**src/hpc_regs.vh**
```
/*
 * register offsets, field positions, reset values and timing counts
 * of the hibernation power controller.
 * assumes inclusion by bare name from the controller's design files.
 */
`ifndef HPC_REGS_VH
`define HPC_REGS_VH

// ---------------------------------------------------------------
// register byte offsets
// ---------------------------------------------------------------
`define HPC_OFS_COUNT     9'h000
`define HPC_OFS_MATCH0    9'h004
`define HPC_OFS_MATCH1    9'h008
`define HPC_OFS_LOAD      9'h00C
`define HPC_OFS_CTL       9'h010
`define HPC_OFS_MASK      9'h014
`define HPC_OFS_STAT      9'h018
`define HPC_OFS_CLR       9'h01C
`define HPC_OFS_TRIM      9'h020
`define HPC_MEM_BASE_BIT  8

// ---------------------------------------------------------------
// control register fields
// ---------------------------------------------------------------
`define HPC_CTL_SLEEP_REQ 0
`define HPC_CTL_CLK_EN    1
`define HPC_CTL_CLK_SEL   2
`define HPC_CTL_RTC_EN    3
`define HPC_CTL_LB_EN     4
`define HPC_CTL_LB_ABORT  5
`define HPC_CTL_IO_RETAIN 6
`define HPC_CTL_RTC_WAKE  7
`define HPC_CTL_PIN_WAKE  8
`define HPC_CTL_STORED_HI 8
`define HPC_CTL_LOW_BAT   30
`define HPC_CTL_WC        31

// ---------------------------------------------------------------
// status and mask fields
// ---------------------------------------------------------------
`define HPC_ST_MATCH0     0
`define HPC_ST_MATCH1     1
`define HPC_ST_WAKE       2
`define HPC_ST_LOW_BAT    3
`define HPC_ST_W          4

// ---------------------------------------------------------------
// reset values and counts
// ---------------------------------------------------------------
`define HPC_TRIM_RST      16'h7FFF
`define HPC_NOMINAL_DIV   16'h7FFF
`define HPC_TRIM_PERIOD   6'h3F
`define HPC_XTAL_DIV      128
`define HPC_WR_SETTLE     4'h3

`endif

```
**src/hpc_mem.v**
```verilog
/*
 * battery-backed word store of the hibernation power controller.
 * assumes a single clock; read data appear from a register one
 * cycle after the read strobe.
 */
`default_nettype none

module hpc_mem #(
  parameter WORDS  = 64,
  parameter AW     = 6,
  parameter DW     = 32
) (
  input  wire          clk_in,
  input  wire          wr_in,
  input  wire [AW-1:0] wr_addr_in,
  input  wire [DW-1:0] wr_data_in,
  input  wire          rd_in,
  input  wire [AW-1:0] rd_addr_in,
  output reg  [DW-1:0] rd_data_out
);

  reg [DW-1:0] store [0:WORDS-1];

  // write port and registered read port
  always @(posedge clk_in) begin
    if (wr_in) begin
      store[wr_addr_in] <= wr_data_in;
    end
    if (rd_in) begin
      rd_data_out <= store[rd_addr_in];
    end
  end

endmodule

`default_nettype wire

```
**src/hpc_rtc.v**
```verilog
/*
 * seconds counter with trimmed predivider.
 * assumes tick_in is a one-cycle pulse at the 32.768-kHz reference.
 */
`default_nettype none
`include "hpc_regs.vh"

module hpc_rtc #(
  parameter CW = 32
) (
  input  wire          clk_in,
  input  wire          rst_in,
  input  wire          tick_in,
  input  wire          run_in,
  input  wire          load_in,
  input  wire [CW-1:0] load_value_in,
  input  wire [15:0]   trim_in,
  output reg  [CW-1:0] count_out,
  output reg           second_out
);

  reg [15:0] prediv;
  reg [5:0]  sec_phase;

  // predivider reload: trim once in 64 seconds, nominal otherwise
  wire [15:0] reload = (sec_phase == `HPC_TRIM_PERIOD) ? trim_in
                                                       : `HPC_NOMINAL_DIV;

  // ---------------------------------------------------------------
  // count down reference ticks, step seconds
  // ---------------------------------------------------------------
  always @(posedge clk_in or posedge rst_in) begin
    if (rst_in) begin
      prediv     <= `HPC_NOMINAL_DIV;
      sec_phase  <= 6'h00;
      count_out  <= {CW{1'b0}};
      second_out <= 1'b0;
    end else begin
      second_out <= 1'b0;
      if (load_in) begin
        count_out <= load_value_in;
        prediv    <= reload;
      end else if (run_in && tick_in) begin
        if (prediv == 16'h0000) begin
          prediv     <= reload;
          sec_phase  <= sec_phase + 6'h01;
          count_out  <= count_out + {{(CW-1){1'b0}}, 1'b1};
          second_out <= 1'b1;
        end else begin
          prediv <= prediv - 16'h0001;
        end
      end
    end
  end

endmodule

`default_nettype wire

```
**src/hpc_top.v**
```verilog
/*
 * hibernation power controller: power-off request pin, io-retain
 * switch control, wake logic, seconds counter with two matches,
 * low-battery watch, event flags and battery-backed words.
 * assumes a synchronous register port (read data one cycle later)
 * and that the slow oscillator pin is synchronous to clk_in.
 */
// Our own choices: the strobed register port and the register offsets.
`default_nettype none
`include "hpc_regs.vh"

module hpc_top #(
  parameter CW       = 32,
  parameter WORDS    = 64,
  parameter XTAL_DIV = `HPC_XTAL_DIV
) (
  input  wire        clk_in,
  input  wire        rst_in,
  input  wire [8:0]  addr_in,
  input  wire [31:0] wr_data_in,
  input  wire        wr_in,
  input  wire        rd_in,
  output wire [31:0] rd_data_out,
  input  wire        wake_n_in,
  input  wire        low_battery_in,
  input  wire        low_freq_osc_in,
  output reg         low_freq_osc_out,
  output wire        power_off_request_n_out,
  output reg         power_off_request_n_oe_out,
  output reg         core_power_off_out,
  output reg         hibernating_out,
  output wire        irq_out
);

  // ---------------------------------------------------------------
  // states and decode helpers
  // ---------------------------------------------------------------
  localparam ST_RUN = 1'b0;
  localparam ST_HIB = 1'b1;

  // battery-backed words sit above the register block
  function is_mem;
    input [8:0] a;
    begin
      is_mem = a[`HPC_MEM_BASE_BIT];
    end
  endfunction

  reg         state;
  reg         next_state;
  reg         pend;
  reg [3:0]   pend_cnt;
  reg [8:0]   pend_addr;
  reg [31:0]  pend_data;
  reg [`HPC_CTL_STORED_HI:1] ctl;
  reg [CW-1:0] match0;
  reg [CW-1:0] match1;
  reg [15:0]  trim;
  reg [`HPC_ST_W-1:0] stat;
  reg [`HPC_ST_W-1:0] mask;
  reg [31:0]  rd_reg;
  reg         rd_was_mem;
  reg         osc_d;
  reg [6:0]   xtal_cnt;
  reg         slow_tick;
  reg         second_seen;

  wire [CW-1:0] count;
  wire          second_pulse;
  wire [31:0]   mem_q;

  // ---------------------------------------------------------------
  // delayed write commit (models crossing into the slow domain)
  // ---------------------------------------------------------------
  wire commit   = pend && (pend_cnt == 4'h0);
  wire c_ctl    = commit && (pend_addr == `HPC_OFS_CTL);
  wire c_load   = commit && (pend_addr == `HPC_OFS_LOAD);
  wire c_clr    = commit && (pend_addr == `HPC_OFS_CLR);
  wire c_mem    = commit && is_mem(pend_addr);

  // a new write is taken only while no earlier one is pending
  always @(posedge clk_in or posedge rst_in) begin
    if (rst_in) begin
      pend      <= 1'b0;
      pend_cnt  <= 4'h0;
      pend_addr <= 9'h000;
      pend_data <= 32'h0000_0000;
    end else if (!pend && wr_in) begin
      pend      <= 1'b1;
      pend_cnt  <= `HPC_WR_SETTLE;
      pend_addr <= addr_in;
      pend_data <= wr_data_in;
    end else if (commit) begin
      pend      <= 1'b0;
    end else if (pend) begin
      pend_cnt  <= pend_cnt - 4'h1;
    end
  end

  // ---------------------------------------------------------------
  // configuration registers
  // ---------------------------------------------------------------
  wire slow_en    = ctl[`HPC_CTL_CLK_EN];
  wire slow_sel   = ctl[`HPC_CTL_CLK_SEL];
  wire rtc_en     = ctl[`HPC_CTL_RTC_EN];
  wire lb_en      = ctl[`HPC_CTL_LB_EN];
  wire lb_abort   = ctl[`HPC_CTL_LB_ABORT];
  wire io_retain  = ctl[`HPC_CTL_IO_RETAIN];
  wire rtc_wake   = ctl[`HPC_CTL_RTC_WAKE];
  wire pin_wake   = ctl[`HPC_CTL_PIN_WAKE];

  // stored on commit of the held write
  always @(posedge clk_in or posedge rst_in) begin
    if (rst_in) begin
      ctl    <= {`HPC_CTL_STORED_HI{1'b0}};
      match0 <= {CW{1'b0}};
      match1 <= {CW{1'b0}};
      trim   <= `HPC_TRIM_RST;
      mask   <= {`HPC_ST_W{1'b0}};
    end else if (commit) begin
      case (pend_addr)
        `HPC_OFS_CTL:    ctl    <= pend_data[`HPC_CTL_STORED_HI:1];
        `HPC_OFS_MATCH0: match0 <= pend_data[CW-1:0];
        `HPC_OFS_MATCH1: match1 <= pend_data[CW-1:0];
        `HPC_OFS_TRIM:   trim   <= pend_data[15:0];
        `HPC_OFS_MASK:   mask   <= pend_data[`HPC_ST_W-1:0];
        default:         mask   <= mask;
      endcase
    end
  end

  // ---------------------------------------------------------------
  // slow reference: crystal divided or oscillator direct
  // ---------------------------------------------------------------
  wire osc_rise = low_freq_osc_in && !osc_d;

  always @(posedge clk_in or posedge rst_in) begin
    if (rst_in) begin
      osc_d            <= 1'b0;
      xtal_cnt         <= 7'h00;
      slow_tick        <= 1'b0;
      low_freq_osc_out <= 1'b0;
    end else begin
      osc_d     <= low_freq_osc_in;
      slow_tick <= 1'b0;
      // crystal feedback only while the crystal source runs
      low_freq_osc_out <= slow_en && !slow_sel &&
                          !low_freq_osc_in;
      if (!slow_en) begin
        xtal_cnt <= 7'h00;
      end else if (osc_rise) begin
        if (slow_sel) begin
          slow_tick <= 1'b1;
        end else if (xtal_cnt == XTAL_DIV[6:0] - 7'h01) begin
          xtal_cnt  <= 7'h00;
          slow_tick <= 1'b1;
        end else begin
          xtal_cnt  <= xtal_cnt + 7'h01;
        end
      end
    end
  end

  // ---------------------------------------------------------------
  // seconds counter
  // ---------------------------------------------------------------
  hpc_rtc #(
    .CW            (CW)
  ) u_rtc (
    .clk_in        (clk_in),
    .rst_in        (rst_in),
    .tick_in       (slow_tick),
    .run_in        (rtc_en),
    .load_in       (c_load),
    .load_value_in (pend_data[CW-1:0]),
    .trim_in       (trim),
    .count_out     (count),
    .second_out    (second_pulse)
  );

  // compare one cycle after each new second
  always @(posedge clk_in or posedge rst_in) begin
    if (rst_in) begin
      second_seen <= 1'b0;
    end else begin
      second_seen <= second_pulse;
    end
  end

  wire hit0 = second_seen && (count == match0);
  wire hit1 = second_seen && (count == match1);

  // ---------------------------------------------------------------
  // sleep sequencing
  // ---------------------------------------------------------------
  wire sleep_req = c_ctl && pend_data[`HPC_CTL_SLEEP_REQ];
  wire lb_seen   = lb_en && low_battery_in && (state == ST_RUN);
  // the request's own write carries enable and abort, so setting
  // them together with the request already blocks it
  wire lb_block  = pend_data[`HPC_CTL_LB_EN] &&
                   pend_data[`HPC_CTL_LB_ABORT] &&
                   low_battery_in;
  wire pin_ev    = pin_wake && !wake_n_in;
  wire rtc_ev    = rtc_wake && (hit0 || hit1);

  always @* begin
    next_state = state;
    case (state)
      ST_RUN: begin
        if (sleep_req && !lb_block) begin
          next_state = ST_HIB;
        end
      end
      ST_HIB: begin
        if (pin_ev || rtc_ev) begin
          next_state = ST_RUN;
        end
      end
      default: next_state = ST_RUN;
    endcase
  end

  // power pin and internal switch outputs
  always @(posedge clk_in or posedge rst_in) begin
    if (rst_in) begin
      state                      <= ST_RUN;
      power_off_request_n_oe_out <= 1'b0;
      core_power_off_out         <= 1'b0;
      hibernating_out            <= 1'b0;
    end else begin
      state           <= next_state;
      hibernating_out <= (next_state == ST_HIB);
      // external regulator path unless io power is retained
      power_off_request_n_oe_out <= (next_state == ST_HIB) &&
                                    !io_retain;
      core_power_off_out         <= (next_state == ST_HIB) &&
                                    io_retain;
    end
  end

  // open-drain: only ever pulls low
  assign power_off_request_n_out = 1'b0;

  // ---------------------------------------------------------------
  // event flags: hardware set wins over software clear
  // ---------------------------------------------------------------
  wire [`HPC_ST_W-1:0] ev_set;
  assign ev_set[`HPC_ST_MATCH0]  = hit0;
  assign ev_set[`HPC_ST_MATCH1]  = hit1;
  assign ev_set[`HPC_ST_WAKE]    = (state == ST_HIB) && pin_ev;
  assign ev_set[`HPC_ST_LOW_BAT] = lb_seen;

  wire [`HPC_ST_W-1:0] ev_clr = c_clr ? pend_data[`HPC_ST_W-1:0]
                                      : {`HPC_ST_W{1'b0}};

  always @(posedge clk_in or posedge rst_in) begin
    if (rst_in) begin
      stat <= {`HPC_ST_W{1'b0}};
    end else begin
      stat <= (stat & ~ev_clr) | ev_set;
    end
  end

  assign irq_out = |(stat & mask);

  // ---------------------------------------------------------------
  // battery-backed words
  // ---------------------------------------------------------------
  hpc_mem #(
    .WORDS       (WORDS),
    .AW          (6),
    .DW          (32)
  ) u_mem (
    .clk_in      (clk_in),
    .wr_in       (c_mem),
    .wr_addr_in  (pend_addr[7:2]),
    .wr_data_in  (pend_data),
    .rd_in       (rd_in && is_mem(addr_in)),
    .rd_addr_in  (addr_in[7:2]),
    .rd_data_out (mem_q)
  );

  // ---------------------------------------------------------------
  // read port: every read answered the next cycle
  // ---------------------------------------------------------------
  always @(posedge clk_in or posedge rst_in) begin
    if (rst_in) begin
      rd_reg     <= 32'h0000_0000;
      rd_was_mem <= 1'b0;
    end else if (rd_in) begin
      rd_was_mem <= is_mem(addr_in);
      case (addr_in)
        `HPC_OFS_COUNT:  rd_reg <= count;
        `HPC_OFS_MATCH0: rd_reg <= match0;
        `HPC_OFS_MATCH1: rd_reg <= match1;
        `HPC_OFS_CTL: begin
          rd_reg <= 32'h0000_0000;
          rd_reg[`HPC_CTL_STORED_HI:1]  <= ctl;
          rd_reg[`HPC_CTL_SLEEP_REQ]    <= state;
          rd_reg[`HPC_CTL_LOW_BAT]      <= lb_en && low_battery_in;
          rd_reg[`HPC_CTL_WC]           <= !pend;
        end
        `HPC_OFS_MASK:
          rd_reg <= {{(32-`HPC_ST_W){1'b0}}, mask};
        `HPC_OFS_STAT:
          rd_reg <= {{(32-`HPC_ST_W){1'b0}}, stat};
        `HPC_OFS_TRIM:   rd_reg <= {16'h0000, trim};
        default:         rd_reg <= 32'h0000_0000;
      endcase
    end
  end

  assign rd_data_out = rd_was_mem ? mem_q : rd_reg;

endmodule

`default_nettype wire

```
**config.mk**
```make
export PLATFORM = sky130hd
export DESIGN_NAME = hpc_top
export DESIGN_NICKNAME = d
export VERILOG_FILES = /design/src/hpc_mem.v /design/src/hpc_rtc.v /design/src/hpc_top.v
export VERILOG_INCLUDE_DIRS = /design/src
export SDC_FILE = /design/constraint.sdc
export NUM_CORES = 2
export LEC_CHECK = 0
export CORE_MARGIN = 4
export CORE_UTILIZATION = 55
export DETAILED_ROUTE_END_ITERATION = 8
export DONT_BUFFER_PORTS = 1
export PLACE_DENSITY_LB_ADDON = 0.15
export RECOVER_POWER = 100
export SYNTH_ARGS = -nofsm -noshare
export SYNTH_HDL_FRONTEND = slang
export SYNTH_SLANG_ARGS = --single-unit
export TNS_END_PERCENT = 20
```
**constraint.sdc**
```tcl
create_clock -name clk_in -period 11.1 [get_ports clk_in]
set_input_delay 2.22 -clock clk_in [delete_from_list [all_inputs] [get_ports clk_in]]
set_output_delay 2.22 -clock clk_in [all_outputs]
set_load 0.02 [all_outputs]
```
==> impl_metrics.py <==
metrics = {
    "status": {
        "status": "finished, violations left",
        "violations": "max-capacitance violations, max-slew violations",
    },
    "die": {
        "io_pins": 86,
        "core_area_um2": 163000,
        "die_h_um": 414,
        "start_util_pct": 55.5,
        "die_area_um2": 171000,
        "die_x_um": 414,
        "fp-row-count": 148,
    },
    "sta": {
        "fmax_mhz": 152,
        "period_share_pct": 59.2,
        "setup-violations-final": 0,
        "hold_viol": 0,
        "rsz0062_at_grt": "false",
        "fin_crit_ps": 6570,
        "finalSetupTns_ps": 0,
        "drv_slew": 4872,
        "worst_pin_slew_ps": 5310,
        "relSlewSlack_pct": -254,
        "skew_ps": 55.3,
        "layout_setup_ws_ps": 4530,
    },
    "place": {
        "place_inst": 6560,
        "post-place-ws_ps": 5870,
        "dp_hpwl_mm": 130,
        "portBuffers": 0,
        "gp_congestion": 0.897,
    },
    "layout": {
        "largest-register": "u_mem.store",
        "nFillCells": 11400,
        "area_growth_syn_to_layout_pct": 10.8,
        "seq_area_um2": 68600,
        "multi_input_area_um2": 21100,
        "drive_above_1_share_pct": 23.0,
        "layout.nets": 4670,
        "largest_register_ffs": 2048,
        "layout_common_cells": "edfxtp_1, mux4_2, a22oi_1, nand2_1, clkbuf_16",
        "final_common_cell": "edfxtp_1",
        "final_cells": 6983,
    },
    "pwr": {
        "clkPwrFrac_pct": 34.6,
        "pwr-share-seq_pct": 53.1,
        "sw_frac_of_total_pct": 26.6,
        "power_switching_mw": 5.74,
        "power_frac_comb_pct": 12.3,
        "p_leak_nw": 32.7,
        "ir_drop_mv": 0.690,
        "cellInternalPower_mw": 15.8,
        "powerDensity_nw_per_um2": 215,
    },
    "route": {
        "post-route-drc-count": 0,
        "postRouteWirelength_mm": 243,
        "wl_per_cell_um": 34.7,
        "via_per_inst": 6.71,
        "detail-route-antenna-nets": 0,
        "via_count": 46800,
        "drt_iter0_drc": 7127,
        "first_pass_iters": 8,
    },
    "yosys": {
        "synth_nets": 4583,
        "synth_top_area_share_pct": 68.9,
        "synthTopCellsByArea": "edfxtp_1, mux4_2, dfrtp_1",
        "synth_top_cell_by_area": "edfxtp_1",
        "yosys_warnings": 0,
        "async_flop_share_pct": 10.5,
        "yosysSeqAreaShare_pct": 75.7,
        "synth_flop_cell": "edfxtp_1",
        "syn_inst": 4529,
        "synth.distinct_cells": 75,
        "ys_seq_elements": 2324,
        "avgSynthCellArea_um2": 20.0,
        "synth.cell_area_um2": 90700,
        "synth_edf_count": 2080,
    },
    "worst_setup_path": {
        "critical_path_class": "in2reg",
        "timing.critical_path.mode_cell": "o21ai_0",
        "endpoint_kind": "flip-flop",
        "required_ps": 11880,
        "crit_path_top_delay_cell": "o21ai_0",
        "max_stage_delay_ps": 2040,
        "cp.arrival_ps": 7350,
        "ff2ff_setup_slack_ps": 5380,
        "r2r-start": "pend_cnt[0]",
        "reg2reg_to": "u_mem.store[38][24]",
        "reg2reg_depth": 8,
        "critical_path_peak_fanout": 129,
        "critPathLaunchType": "input port",
        "critPathBufInv": 1,
        "crit_family": "compound AO/OA/AOI/OAI gates",
        "cp_cell_sequence": "nor2b_1, buf_12, nand2_1, nor3_1, o21ai_0, a21o_1, o21ai_0",
    },
    "clock_tree": {
        "cts_resized": 0,
        "clockRootBuffer": "clkbuf_16",
        "insertion_delay_ps": 870,
        "tritoncts": "built",
        "cts_buffer_depth": 3,
        "cts_sinks": 2324,
        "h-tree-depth": 4,
        "cts_buffers": 225,
        "cts_hold_buf": 0,
        "cts.clk_slew.worst_paths_ps": 60,
        "post_cts_buffers": 0,
    },
    "hold_path": {
        "hp-start": "u_rtc.second_out",
        "hold_end": "second_seen",
        "hp-class": "reg2reg",
        "holdPathStages": 0,
    },
    "global_route": {
        "grt_max_degree": 531,
        "grt_pass1_vias": 46000,
        "antenna_found_initial": 16,
        "globalRouteTotalUtil_pct": 28.3,
        "overflow": 0,
        "grt_pass1_wl_mm": 347,
    },
    "job": {
        "drv_cap": 115,
    },
}
## cells in the mapped netlist (5+ instances only)
cell type	count
mux2i_1	11
and2_1	11
nor2_1	111
a222oi_1	29
xnor2_1	27
a21oi_1	24
nor3_2	12
mux2_2	131
dfrtp_1	214
clkbuf_1	143
mux4_2	512
a32o_1	5
nor4_1	17
o22ai_1	31
a22oi_1	322
nand2_1	271
nand3b_1	5
nand4_1	18
and3_1	8
nor3_1	20
edfxtp_1	2080
o21ai_1	9
nand3_1	33
xor2_1	80
o21ai_0	88
or3_1	11
inv_1	52
buf_1	39
nor2b_1	10
dfstp_2	30
buf_2	85
ha_1	6
## kinds of logic after synthesis
family / count (synthesis) / synth area share (%)
flip-flops: 2324 / 75.7
multiplexers: 658 / 14.5
AND/OR/NAND/NOR: 558 / 2.93
AO/OA/AOI/OAI: 547 / 4.27
buffers and inverters: 328 / 1.52
XOR/XNOR: 107 / 1.03
adder cells (fa/ha/maj): 6 / 0.0828
other: 1 / 0.00414
## final cells by class
class,count,share of cell area [%]
sequential,2324,68.3
multi-input combinational,1877,21.0
clock buffer,303,6.04
tap,2175,2.71
clock inverter,112,1.10
timing repair buffer,136,0.682
inverter,52,0.195
antenna,4,0.00996
## per-layer routing
metal	GRT usage (%)	routed length, um	vias up
li1	-	-	18800
met1	41.6	96200	25000
met2	42.2	112000	2570
met3	6.43	24600	466
met4	10.2	10000	10
met5	0	72	-
## power groups by stage
stage	sequential [mW]	combinational, mW	clock, mW
after global routing	11.5	2.80	7.95
final	11.5	2.65	7.47
after floorplan	11.8	0.899	0
after CTS	11.2	2.63	7.55
after global placement	11.4	2.55	0
after detailed placement	11.4	2.64	0
## worst max path at each step
stage	startpoint	end	slack (ps)	cells past startpoint
after floorplan	rst_in	core_power_off_out	2230	1
after global placement	addr_in[4]	u_mem.rd_data_out[3]	5920	7
after detailed placement	addr_in[4]	u_mem.rd_data_out[30]	5870	7
after CTS	rd_was_mem	rd_data_out[16]	6060	1
after global routing	addr_in[5]	rd_reg[3]	3990	7
final	addr_in[5]	rd_reg[0]	4530	7
## through the flow
step           hold WS (ps)  instance area (um2)  utilization (%)  total power [mW]
2_1_floorplan           331                90700                -              12.7
3_3_place_gp            336                93800             57.4              14.0
3_5_place_dp            350                93800             57.4              14.1
4_1_cts                 373               101000             61.8              21.4
5_1_grt                 373               100000             61.5              22.2
6_report                367               100000             61.5              21.6
No activity file was read; power rests on OpenSTA's default activity.
